[config.mk]
export PLATFORM = sky130hd
export DESIGN_NAME = adcop_regs
export DESIGN_NICKNAME = d
export VERILOG_FILES = /design/src/verilog/adcop_pkg.sv /design/src/verilog/adcop_regs.sv
export SDC_FILE = /design/constraint.sdc
export NUM_CORES = 1
export LEC_CHECK = 0
export ABC_CLOCK_PERIOD_IN_PS = 2920
export BUFFER_PORTS_ARGS = -buffer_cell sky130_fd_sc_hd__buf_2
export CAP_MARGIN = 20
export CORE_MARGIN = 2
export CORE_UTILIZATION = 49
export CTS_BUF_LIST = sky130_fd_sc_hd__clkbuf_8
export CTS_CLUSTER_DIAMETER = 50
export DETAILED_ROUTE_END_ITERATION = 10
export PLACE_DENSITY = 0.73
export SLEW_MARGIN = 30
export SYNTH_ARGS = -nofsm -noshare
export SYNTH_HDL_FRONTEND = slang
export SYNTH_SLANG_ARGS = --single-unit
[constraint.sdc]
create_clock -name i_mclk -period 2.92 [get_ports i_mclk]
set_input_delay 0.584 -clock i_mclk [delete_from_list [all_inputs] [get_ports i_mclk]]
set_output_delay 0.584 -clock i_mclk [all_outputs]
set_load 0.02 [all_outputs]
[src/verilog/adcop_pkg.sv]
package adcop_pkg;

  // register addresses on the serial port
  localparam logic [3:0] ADDR_OPERATING_SETUP          = 4'h6;
  localparam logic [3:0] ADDR_START_DELAY_FILTER_SETUP = 4'h7;

  // reset values
  localparam logic [7:0] OPERATING_SETUP_RST          = 8'h00;
  localparam logic [7:0] START_DELAY_FILTER_SETUP_RST = 8'h00;

  // operating_setup field positions
  localparam int RANGE_WIDEN_BIT    = 7;
  localparam int RESERVED_BIT       = 6;
  localparam int SERIAL_OUT_FN_BIT  = 5;
  localparam int START_MODE_HI      = 4;
  localparam int START_MODE_LO      = 3;
  localparam int SPEED_BIT          = 2;
  localparam int AUTO_SLEEP_BIT     = 1;
  localparam int FULL_POWER_OFF_BIT = 0;
  localparam logic [7:0] OPERATING_SETUP_WMASK = 8'hBF;

  // start_delay_filter_setup field positions
  localparam int DELAY_HI = 7;
  localparam int DELAY_LO = 5;

  // start pin control codes
  localparam logic [1:0] START_STOP_CTRL = 2'h0;
  localparam logic [1:0] ONE_SHOT_CTRL   = 2'h1;
  localparam logic [1:0] SYNC_CTRL       = 2'h2;

  // serial frame layout
  localparam int          FRAME_BITS   = 16;
  localparam logic [4:0]  CMD_LAST_BIT = 5'h07;
  localparam logic [4:0]  FRAME_END    = 5'h10;
  localparam int          READ_FLAG    = 7;

  // timing: modulator clock is half the device clock
  localparam int MCLK_PER_MOD = 2;

  typedef enum logic [2:0] {
    ST_IDLE  = 3'h1,
    ST_DELAY = 3'h2,
    ST_CONV  = 3'h4
  } adcop_state_t;

  // synchronised pin group
  typedef struct packed {
    logic [2:0] sclk_s;
    logic [2:0] cs_n_s;
    logic [2:0] sdi_s;
    logic [2:0] start_s;
    logic       sclk_q;
    logic       cs_n_q;
    logic       start_q;
    logic       sdi_q;
  } adcop_pins_t;

  typedef struct packed {
    adcop_pins_t  pins;
    logic [4:0]   bit_cnt;
    logic [15:0]  rx;
    logic [7:0]   tx;
    logic         sdo_q;
    logic         pin_q;
    logic         pin_oe_q;
    logic [7:0]   operating_setup;
    logic [7:0]   start_delay_filter_setup;
    logic         drdy;
    adcop_state_t state;
    logic [11:0]  dly_cnt;
    logic         conv_begin;
  } adcop_state_all_t;

endpackage : adcop_pkg

[src/verilog/adcop_regs.sv]
`timescale 1ns/1ps

////////////////////////////////////////////////////////////////////////////////
// Behaviour
// - range_widen_bit set widens input full scale by a quarter, clear gives standard.
// - serial_out_pin_function 0 data only, 1 data plus ready indication.
// - start mode field 4:3: start/stop, one-shot, synchronized, reserved.
// - speed bit 0 high speed 25.6 MHz, 1 low speed 3.2 MHz.
// - auto sleep clear keeps device fully powered when idle.
// - auto sleep set enters standby when stopped, leaves on restart.
// - full_power_off powers down all but serial port, registers kept.
// - wait programmed modulator_clock cycles, half device clock, before first conversion.
// - delay codes map to 0,4,8,16,32,128,512,1024 modulator cycles.
// - start_delay_filter_setup at address 7, resets to zero.
// - operating_setup resets to all zero fields.
// - one-shot runs one conversion; start/stop runs until stop after current.
module adcop_regs (
  // clock and reset
  input  wire logic       i_mclk,
  input  wire logic       i_nrst,
  // serial register port
  input  wire logic       i_sclk,
  input  wire logic       i_cs_n,
  input  wire logic       i_sdi,
  output logic            o_data_out_ready_pin,
  output logic            o_data_out_ready_pin_oe,
  // conversion control
  input  wire logic       i_start,
  input  wire logic       i_conv_done,
  output logic            o_conv_begin,
  output logic            o_converting,
  output logic            o_delaying,
  // analog configuration
  output logic            o_range_widen,
  output logic            o_low_speed,
  output logic            o_analog_on,
  output logic            o_standby,
  output logic            o_full_power_off,
  output logic [4:0]      o_filter_select
);

  adcop_pkg::adcop_state_all_t s_reg;
  adcop_pkg::adcop_state_all_t s_next;

  ////////////////////////////////////////////////////////////////////////////
  // helpers

  // device clock cycles of start delay
  // longest code is 2048 device cycles, so 12 bits suffice
  function automatic logic [11:0] delay_mclk(input logic [2:0] code);
    logic [11:0] mod_cyc;
    mod_cyc = 12'h000;
    case (code)
      3'h0:    mod_cyc = 12'h000;
      3'h1:    mod_cyc = 12'h004;
      3'h2:    mod_cyc = 12'h008;
      3'h3:    mod_cyc = 12'h010;
      3'h4:    mod_cyc = 12'h020;
      3'h5:    mod_cyc = 12'h080;
      3'h6:    mod_cyc = 12'h200;
      default: mod_cyc = 12'h400;
    endcase
    return 12'(mod_cyc * adcop_pkg::MCLK_PER_MOD);
  endfunction : delay_mclk

  // unmapped addresses read back as zero
  function automatic logic [7:0] read_reg(input logic [3:0] addr,
                                          input logic [7:0] op,
                                          input logic [7:0] dl);
    logic [7:0] v;
    v = 8'h00;
    if (addr == adcop_pkg::ADDR_OPERATING_SETUP) begin
      v = op & adcop_pkg::OPERATING_SETUP_WMASK;
    end else if (addr == adcop_pkg::ADDR_START_DELAY_FILTER_SETUP) begin
      v = dl;
    end else begin
      v = 8'h00;
    end
    return v;
  endfunction : read_reg

  // filtered level: follows once second and third stage agree
  function automatic logic filt(input logic [2:0] sy, input logic q);
    return (sy[1] == sy[2]) ? sy[2] : q;
  endfunction : filt

  ////////////////////////////////////////////////////////////////////////////
  // next state

  always_comb begin
    logic       sclk_n;
    logic       cs_n_n;
    logic       start_n;
    logic       sdi_n;
    logic       sclk_rise;
    logic       sclk_fall;
    logic       cs_fall;
    logic       start_rise;
    logic [1:0] mode;
    logic       trig;
    logic       restart;
    logic       pwr_off;
    logic [15:0] frame;
    sclk_n     = 1'b0;
    cs_n_n     = 1'b1;
    start_n    = 1'b0;
    sdi_n      = 1'b0;
    sclk_rise  = 1'b0;
    sclk_fall  = 1'b0;
    cs_fall    = 1'b0;
    start_rise = 1'b0;
    mode       = 2'h0;
    trig       = 1'b0;
    restart    = 1'b0;
    pwr_off    = 1'b0;
    frame      = 16'h0000;
    s_next     = s_reg;

    // three-stage pin synchronisers
    s_next.pins.sclk_s  = {s_reg.pins.sclk_s[1:0], i_sclk};
    s_next.pins.cs_n_s  = {s_reg.pins.cs_n_s[1:0], i_cs_n};
    s_next.pins.sdi_s   = {s_reg.pins.sdi_s[1:0], i_sdi};
    s_next.pins.start_s = {s_reg.pins.start_s[1:0], i_start};
    sclk_n  = filt(s_reg.pins.sclk_s, s_reg.pins.sclk_q);
    cs_n_n  = filt(s_reg.pins.cs_n_s, s_reg.pins.cs_n_q);
    start_n = filt(s_reg.pins.start_s, s_reg.pins.start_q);
    sdi_n   = filt(s_reg.pins.sdi_s, s_reg.pins.sdi_q);
    s_next.pins.sclk_q  = sclk_n;
    s_next.pins.cs_n_q  = cs_n_n;
    s_next.pins.start_q = start_n;
    s_next.pins.sdi_q   = sdi_n;
    // edges count only inside a frame, so idle sclk wiggle is harmless
    sclk_rise  = sclk_n & ~s_reg.pins.sclk_q & ~cs_n_n;
    sclk_fall  = ~sclk_n & s_reg.pins.sclk_q & ~cs_n_n;
    cs_fall    = ~cs_n_n & s_reg.pins.cs_n_q;
    start_rise = start_n & ~s_reg.pins.start_q;

    // serial frame: command byte then data byte, msb first
    if (cs_fall) begin
      s_next.bit_cnt = 5'h00;
      s_next.tx      = 8'h00;
      s_next.sdo_q   = 1'b0;
    end else if (sclk_rise && s_reg.bit_cnt != adcop_pkg::FRAME_END) begin
      frame          = {s_reg.rx[14:0], sdi_n};
      s_next.rx      = frame;
      s_next.bit_cnt = 5'(s_reg.bit_cnt + 5'h01);
      if (s_reg.bit_cnt == adcop_pkg::CMD_LAST_BIT && frame[adcop_pkg::READ_FLAG]) begin
        s_next.tx = read_reg(frame[3:0], s_reg.operating_setup,
                             s_reg.start_delay_filter_setup);
      end
      // write lands only on a complete frame
      if (5'(s_reg.bit_cnt + 5'h01) == adcop_pkg::FRAME_END
          && !frame[8 + adcop_pkg::READ_FLAG]) begin
        if (frame[11:8] == adcop_pkg::ADDR_OPERATING_SETUP) begin
          s_next.operating_setup = frame[7:0] & adcop_pkg::OPERATING_SETUP_WMASK;
        end else if (frame[11:8] == adcop_pkg::ADDR_START_DELAY_FILTER_SETUP) begin
          s_next.start_delay_filter_setup = frame[7:0];
        end
      end
    end else if (sclk_fall && s_reg.bit_cnt > adcop_pkg::CMD_LAST_BIT) begin
      s_next.sdo_q = s_reg.tx[7];
      s_next.tx    = {s_reg.tx[6:0], 1'b0};
    end

    // conversion sequencing
    mode    = s_reg.operating_setup[adcop_pkg::START_MODE_HI:adcop_pkg::START_MODE_LO];
    pwr_off = s_reg.operating_setup[adcop_pkg::FULL_POWER_OFF_BIT];
    trig    = 1'b0;
    restart = 1'b0;
    // start/stop follows the level, one-shot and synchronized the rising edge
    case (mode)
      adcop_pkg::START_STOP_CTRL: begin
        trig    = start_n;
        restart = start_rise;
      end
      adcop_pkg::ONE_SHOT_CTRL: begin
        trig    = start_rise;
        restart = start_rise;
      end
      adcop_pkg::SYNC_CTRL: begin
        trig    = start_rise;
        restart = start_rise;
      end
      default: begin
        trig    = 1'b0;
        restart = 1'b0;
      end
    endcase
    s_next.conv_begin = 1'b0;
    case (s_reg.state)
      adcop_pkg::ST_IDLE: begin
        if (trig && !pwr_off) begin
          s_next.state   = adcop_pkg::ST_DELAY;
          s_next.dly_cnt = delay_mclk(s_reg.start_delay_filter_setup[
                             adcop_pkg::DELAY_HI:adcop_pkg::DELAY_LO]);
        end
      end
      adcop_pkg::ST_DELAY: begin
        // a zero count still spends one cycle here, begin stays registered
        if (s_reg.dly_cnt == 12'h000) begin
          s_next.state      = adcop_pkg::ST_CONV;
          s_next.conv_begin = 1'b1;
        end else begin
          s_next.dly_cnt = 12'(s_reg.dly_cnt - 12'h001);
        end
      end
      adcop_pkg::ST_CONV: begin
        if (restart) begin
          s_next.state   = adcop_pkg::ST_DELAY;
          s_next.dly_cnt = delay_mclk(s_reg.start_delay_filter_setup[
                             adcop_pkg::DELAY_HI:adcop_pkg::DELAY_LO]);
        end else if (i_conv_done) begin
          // stop request honoured only at a conversion boundary
          if (mode == adcop_pkg::ONE_SHOT_CTRL
              || (mode == adcop_pkg::START_STOP_CTRL && !start_n)) begin
            s_next.state = adcop_pkg::ST_IDLE;
          end else begin
            s_next.conv_begin = 1'b1;
          end
        end
      end
      default: begin
        s_next.state = adcop_pkg::ST_IDLE;
      end
    endcase
    // power off overrides any start or restart
    if (pwr_off) begin
      s_next.state      = adcop_pkg::ST_IDLE;
      s_next.conv_begin = 1'b0;
    end

    // ready flag: new data sets, frame start clears, set wins
    if (cs_fall) begin
      s_next.drdy = 1'b0;
    end
    if (i_conv_done && s_reg.state == adcop_pkg::ST_CONV) begin
      s_next.drdy = 1'b1;
    end

    // pin: data while selected, inverted ready when deselected in dual mode
    if (!cs_n_n) begin
      s_next.pin_q    = s_next.sdo_q;
      s_next.pin_oe_q = 1'b1;
    end else if (s_reg.operating_setup[adcop_pkg::SERIAL_OUT_FN_BIT]) begin
      s_next.pin_q    = ~s_next.drdy;
      s_next.pin_oe_q = 1'b1;
    end else begin
      // released pin lets chained parts share the line
      s_next.pin_q    = 1'b0;
      s_next.pin_oe_q = 1'b0;
    end
  end

  ////////////////////////////////////////////////////////////////////////////
  // state register

  always_ff @(posedge i_mclk or negedge i_nrst) begin
    if (!i_nrst) begin
      s_reg.pins.sclk_s             <= 3'h0;
      s_reg.pins.cs_n_s             <= 3'h7;
      s_reg.pins.sdi_s              <= 3'h0;
      s_reg.pins.start_s            <= 3'h0;
      s_reg.pins.sclk_q             <= 1'b0;
      s_reg.pins.cs_n_q             <= 1'b1;
      s_reg.pins.start_q            <= 1'b0;
      s_reg.pins.sdi_q              <= 1'b0;
      s_reg.bit_cnt                 <= 5'h00;
      s_reg.rx                      <= 16'h0000;
      s_reg.tx                      <= 8'h00;
      s_reg.sdo_q                   <= 1'b0;
      s_reg.pin_q                   <= 1'b0;
      s_reg.pin_oe_q                <= 1'b0;
      s_reg.operating_setup         <= adcop_pkg::OPERATING_SETUP_RST;
      s_reg.start_delay_filter_setup <= adcop_pkg::START_DELAY_FILTER_SETUP_RST;
      s_reg.drdy                    <= 1'b0;
      s_reg.state                   <= adcop_pkg::ST_IDLE;
      s_reg.dly_cnt                 <= 12'h000;
      s_reg.conv_begin              <= 1'b0;
    end else begin
      s_reg <= s_next;
    end
  end

  ////////////////////////////////////////////////////////////////////////////
  // outputs

  assign o_data_out_ready_pin    = s_reg.pin_q;
  assign o_data_out_ready_pin_oe = s_reg.pin_oe_q;
  assign o_conv_begin            = s_reg.conv_begin;
  assign o_converting            = s_reg.state == adcop_pkg::ST_CONV;
  assign o_delaying              = s_reg.state == adcop_pkg::ST_DELAY;
  assign o_range_widen    = s_reg.operating_setup[adcop_pkg::RANGE_WIDEN_BIT];
  assign o_low_speed      = s_reg.operating_setup[adcop_pkg::SPEED_BIT];
  assign o_full_power_off = s_reg.operating_setup[adcop_pkg::FULL_POWER_OFF_BIT];
  // standby only while stopped, so a new start wakes it at once
  assign o_standby = s_reg.operating_setup[adcop_pkg::AUTO_SLEEP_BIT]
                     && s_reg.state == adcop_pkg::ST_IDLE && !o_full_power_off;
  assign o_analog_on     = !o_full_power_off && !o_standby;
  assign o_filter_select = s_reg.start_delay_filter_setup[4:0];

endmodule : adcop_regs

==> results.toml <==
[global_route]
grtUsageTotal_pct = 18.6
grt_pass1_wl_um = 12300
grt_max_degree = 80
antenna_found_initial = 0
gr-total-overflow = 0
grt_pass1_vias = 2515

[route]
vias = 2606
route.detailed.wl_per_inst_um = 15.7
drt_iter0_markers = 228
wirelength_um = 7150
antenna_left = 0
drc = 0
dr.pass1.iters = 4
vias_per_cell = 5.71

[min_path]
hold_path_class = "primary input to async pin"

[synth]
synth_seq_cells = 79
netlist.area_leader.share_pct = 49.4
synth_area_leaders = "dfrtp_1 49%, mux2_2 9.3%, dfstp_2 3.5%"
synth_edf_count = 0
avgSynthCellArea_um2 = 11.4
async_flop_share_pct = 100
netlist_area_um2 = 3750
synth.largest_area_cell = "dfrtp_1"
syn-num-nets = 345
ys_warn_count = 0
syn_inst = 330
yosysSeqAreaShare_pct = 52.9
yosys.cell_types.count = 57
synthFlopType = "dfrtp_1"

[finish]
layout-drive-gt1-share_pct = 24.4
multi_input_area_um2 = 1650
fin_cells = 456
num_antenna_cells = 0
nNetsFinal = 367
area_delta_synth_final_pct = 10.6
seqCellArea_um2 = 1980
largest_reg_flops = 60
fillerInstances = 610

[die]
die_w_um = 91.4
die_h_um = 91.4
coreArea_um2 = 7330
initial_core_util_pct = 51.1
ios = 22
die_area_um2 = 8360
rows = 31

[sta]
finClkSkew_ns = 0.00581
grt_setup_unrepaired = "no"
slew_violations = 0
worst_pin_slew_ns = 0.687
fin_crit_sh_pct = 84.7
setup_viol = 0
slew_headroom_pct = 53.6
setup_tns_ns = 0
fmax_mhz = 404
finalCriticalPeriod_ns = 2.47
layout_setup_ws_ns = 0.448
hold_viol = 0

[pwr]
p_per_area_nw_per_um2 = 710
power_mw = 2.94
vdd_drop_max_v = 0.000361
leakage_nw = 1.86

[cts]
clock_path_buffers = 2
clock_sinks = 79
cts_root_buffer = "clkbuf_8"
clk_pin_slew_worst_paths_ns = 0.08
cts_resized = 0
clk_latency_ns = 0.35
cts_tree = "yes"
cts_made_buffers = 9
cts_htree_levels = 3
cts_hold_buf = 0
post_cts_buffers = 0

[setup_path]
worstPathArrival_ns = 1.89
timing.rr.end = "o_filter_select[3]"
r2r_cells = 7
timing.setup.critical_path_class = "register to primary output"
rrSetupSlack_ns = 0.50
r2r_start = "s_reg[60]"
crit_path_end_kind = "primary output"
critical_path_required_ns = 2.34
critPathMaxFanout = 15
startpoint_type = "register"

[placement]
pre_cts_ws_ns = 0.515
place.gp.congestion = 0.854
dp.cells = 440
hpwl_um = 4890
portBuffers = 21

[run_status]
status = "completed"

[run]
drv_cap = 0
==> layer usage <==
layer	GRT usage (%)	vias to the layer above	part of all wire, %
met5	0	-	0
met4	7.83	0	1.9
met3	5.39	14	5.0
met2	26.7	60	46
met1	26.3	1302	47
li1	-	1230	-
==> critical path, stage by stage, from the launching register on <==
cell and delay (ns):
dfstp_2 0.38, nand2b_1 0.14, or2_2 0.37, inv_1 0.39, buf_2 0.26
==> final cells by class <==
class | count | share of cell area, %
repair buffers | 24 | 3.23
well taps | 99 | 2.99
inverters | 12 | 1.09
clock buffers | 11 | 3.65
multi-input cells | 226 | 39.8
clock inverters | 5 | 1.39
flip-flops and latches | 79 | 47.9
==> cell usage in the layout, fill, tap and decap left out, types with 3 or more instances in the layout <==
cell type	netlist	final
nand2b_1	3	3
nor4_1	3	3
ha_1	8	8
maj3_1	4	4
mux2_2	31	31
nor2b_1	3	3
a22o_1	4	4
nor3_1	4	4
nor4bb_1	3	3
and2_1	4	4
buf_2	3	20
dfrtp_1	74	74
a31oi_1	5	5
inv_1	12	13
nor2_1	33	33
o21a_1	4	4
dfstp_2	5	5
mux2i_1	12	12
o31ai_1	3	3
nand3_1	7	7
nand2_1	20	20
o21ai_0	13	13
clkbuf_8	0	11
buf_4	5	3
a21oi_1	23	23
==> through the flow <==
stage / cell area [µm²] / hold slack (ns) / utilization (%)
floorplan: 3750 / 0.288 / -
global placement: 3930 / 0.336 / 53.6
detailed placement: 3930 / 0.340 / 53.6
CTS: 4140 / 0.324 / 56.5
global route: 4140 / 0.309 / 56.5
finish: 4140 / 0.253 / 56.5
==> worst max-delay path by stage <==
stage	from	to	slack (ns)	cells after the start
floorplan	s_reg[7]	s_reg[7]	0.67	6
global placement	s_reg[60]	o_filter_select[4]	0.60	7
detailed placement	s_reg[60]	o_filter_select[3]	0.51	7
CTS	s_reg[13]	o_delaying	0.45	4
global route	s_reg[13]	o_delaying	0.33	4
finish	s_reg[13]	o_delaying	0.45	4
==> cell families (layout without fill, tap and decap cells) <==
kind of cell               Yosys count  count (layout)  synth area share (%)
buffers and inverters               25              52                  3.31
DFF                                 79              79                  52.9
adders and majority gates           12              12                  3.74
muxes                               43              43                  12.5
xor gates and xnor gates             2               2                 0.468
AOI/OAI and AO/OA                   69              69                  12.8
and+or+nand+nor                    100             100                  14.2
==> synthesized netlist by cell type (2+ instances only) <==
cell	n
dfrtp_1	74
nor2_1	33
mux2_2	31
a21oi_1	23
nand2_1	20
o21ai_0	13
inv_1	12
mux2i_1	12
ha_1	8
nand3_1	7
a31oi_1	5
buf_4	5
dfstp_2	5
a22o_1	4
and2_1	4
clkbuf_1	4
maj3_1	4
nor3_1	4
o21a_1	4
buf_2	3
nand2b_1	3
nor2b_1	3
nor4_1	3
nor4bb_1	3
o31ai_1	3
and3_1	2
and4b_1	2
nand3b_1	2
nor4b_1	2
o22a_1	2
or2_2	2
or3_2	2
xnor2_1	2
==> power by group <==
part / total, mW / internal, mW / switching (mW) / leakage [nW]
clock network: 0.828 / 0.440 / 0.388 / 0.103
registers: 1.36 / 1.24 / 0.126 / 1.03
logic: 0.753 / 0.321 / 0.432 / 0.727
total: 2.94 / 2.00 / 0.947 / 1.86
Power figures use the tool's default switching activity.
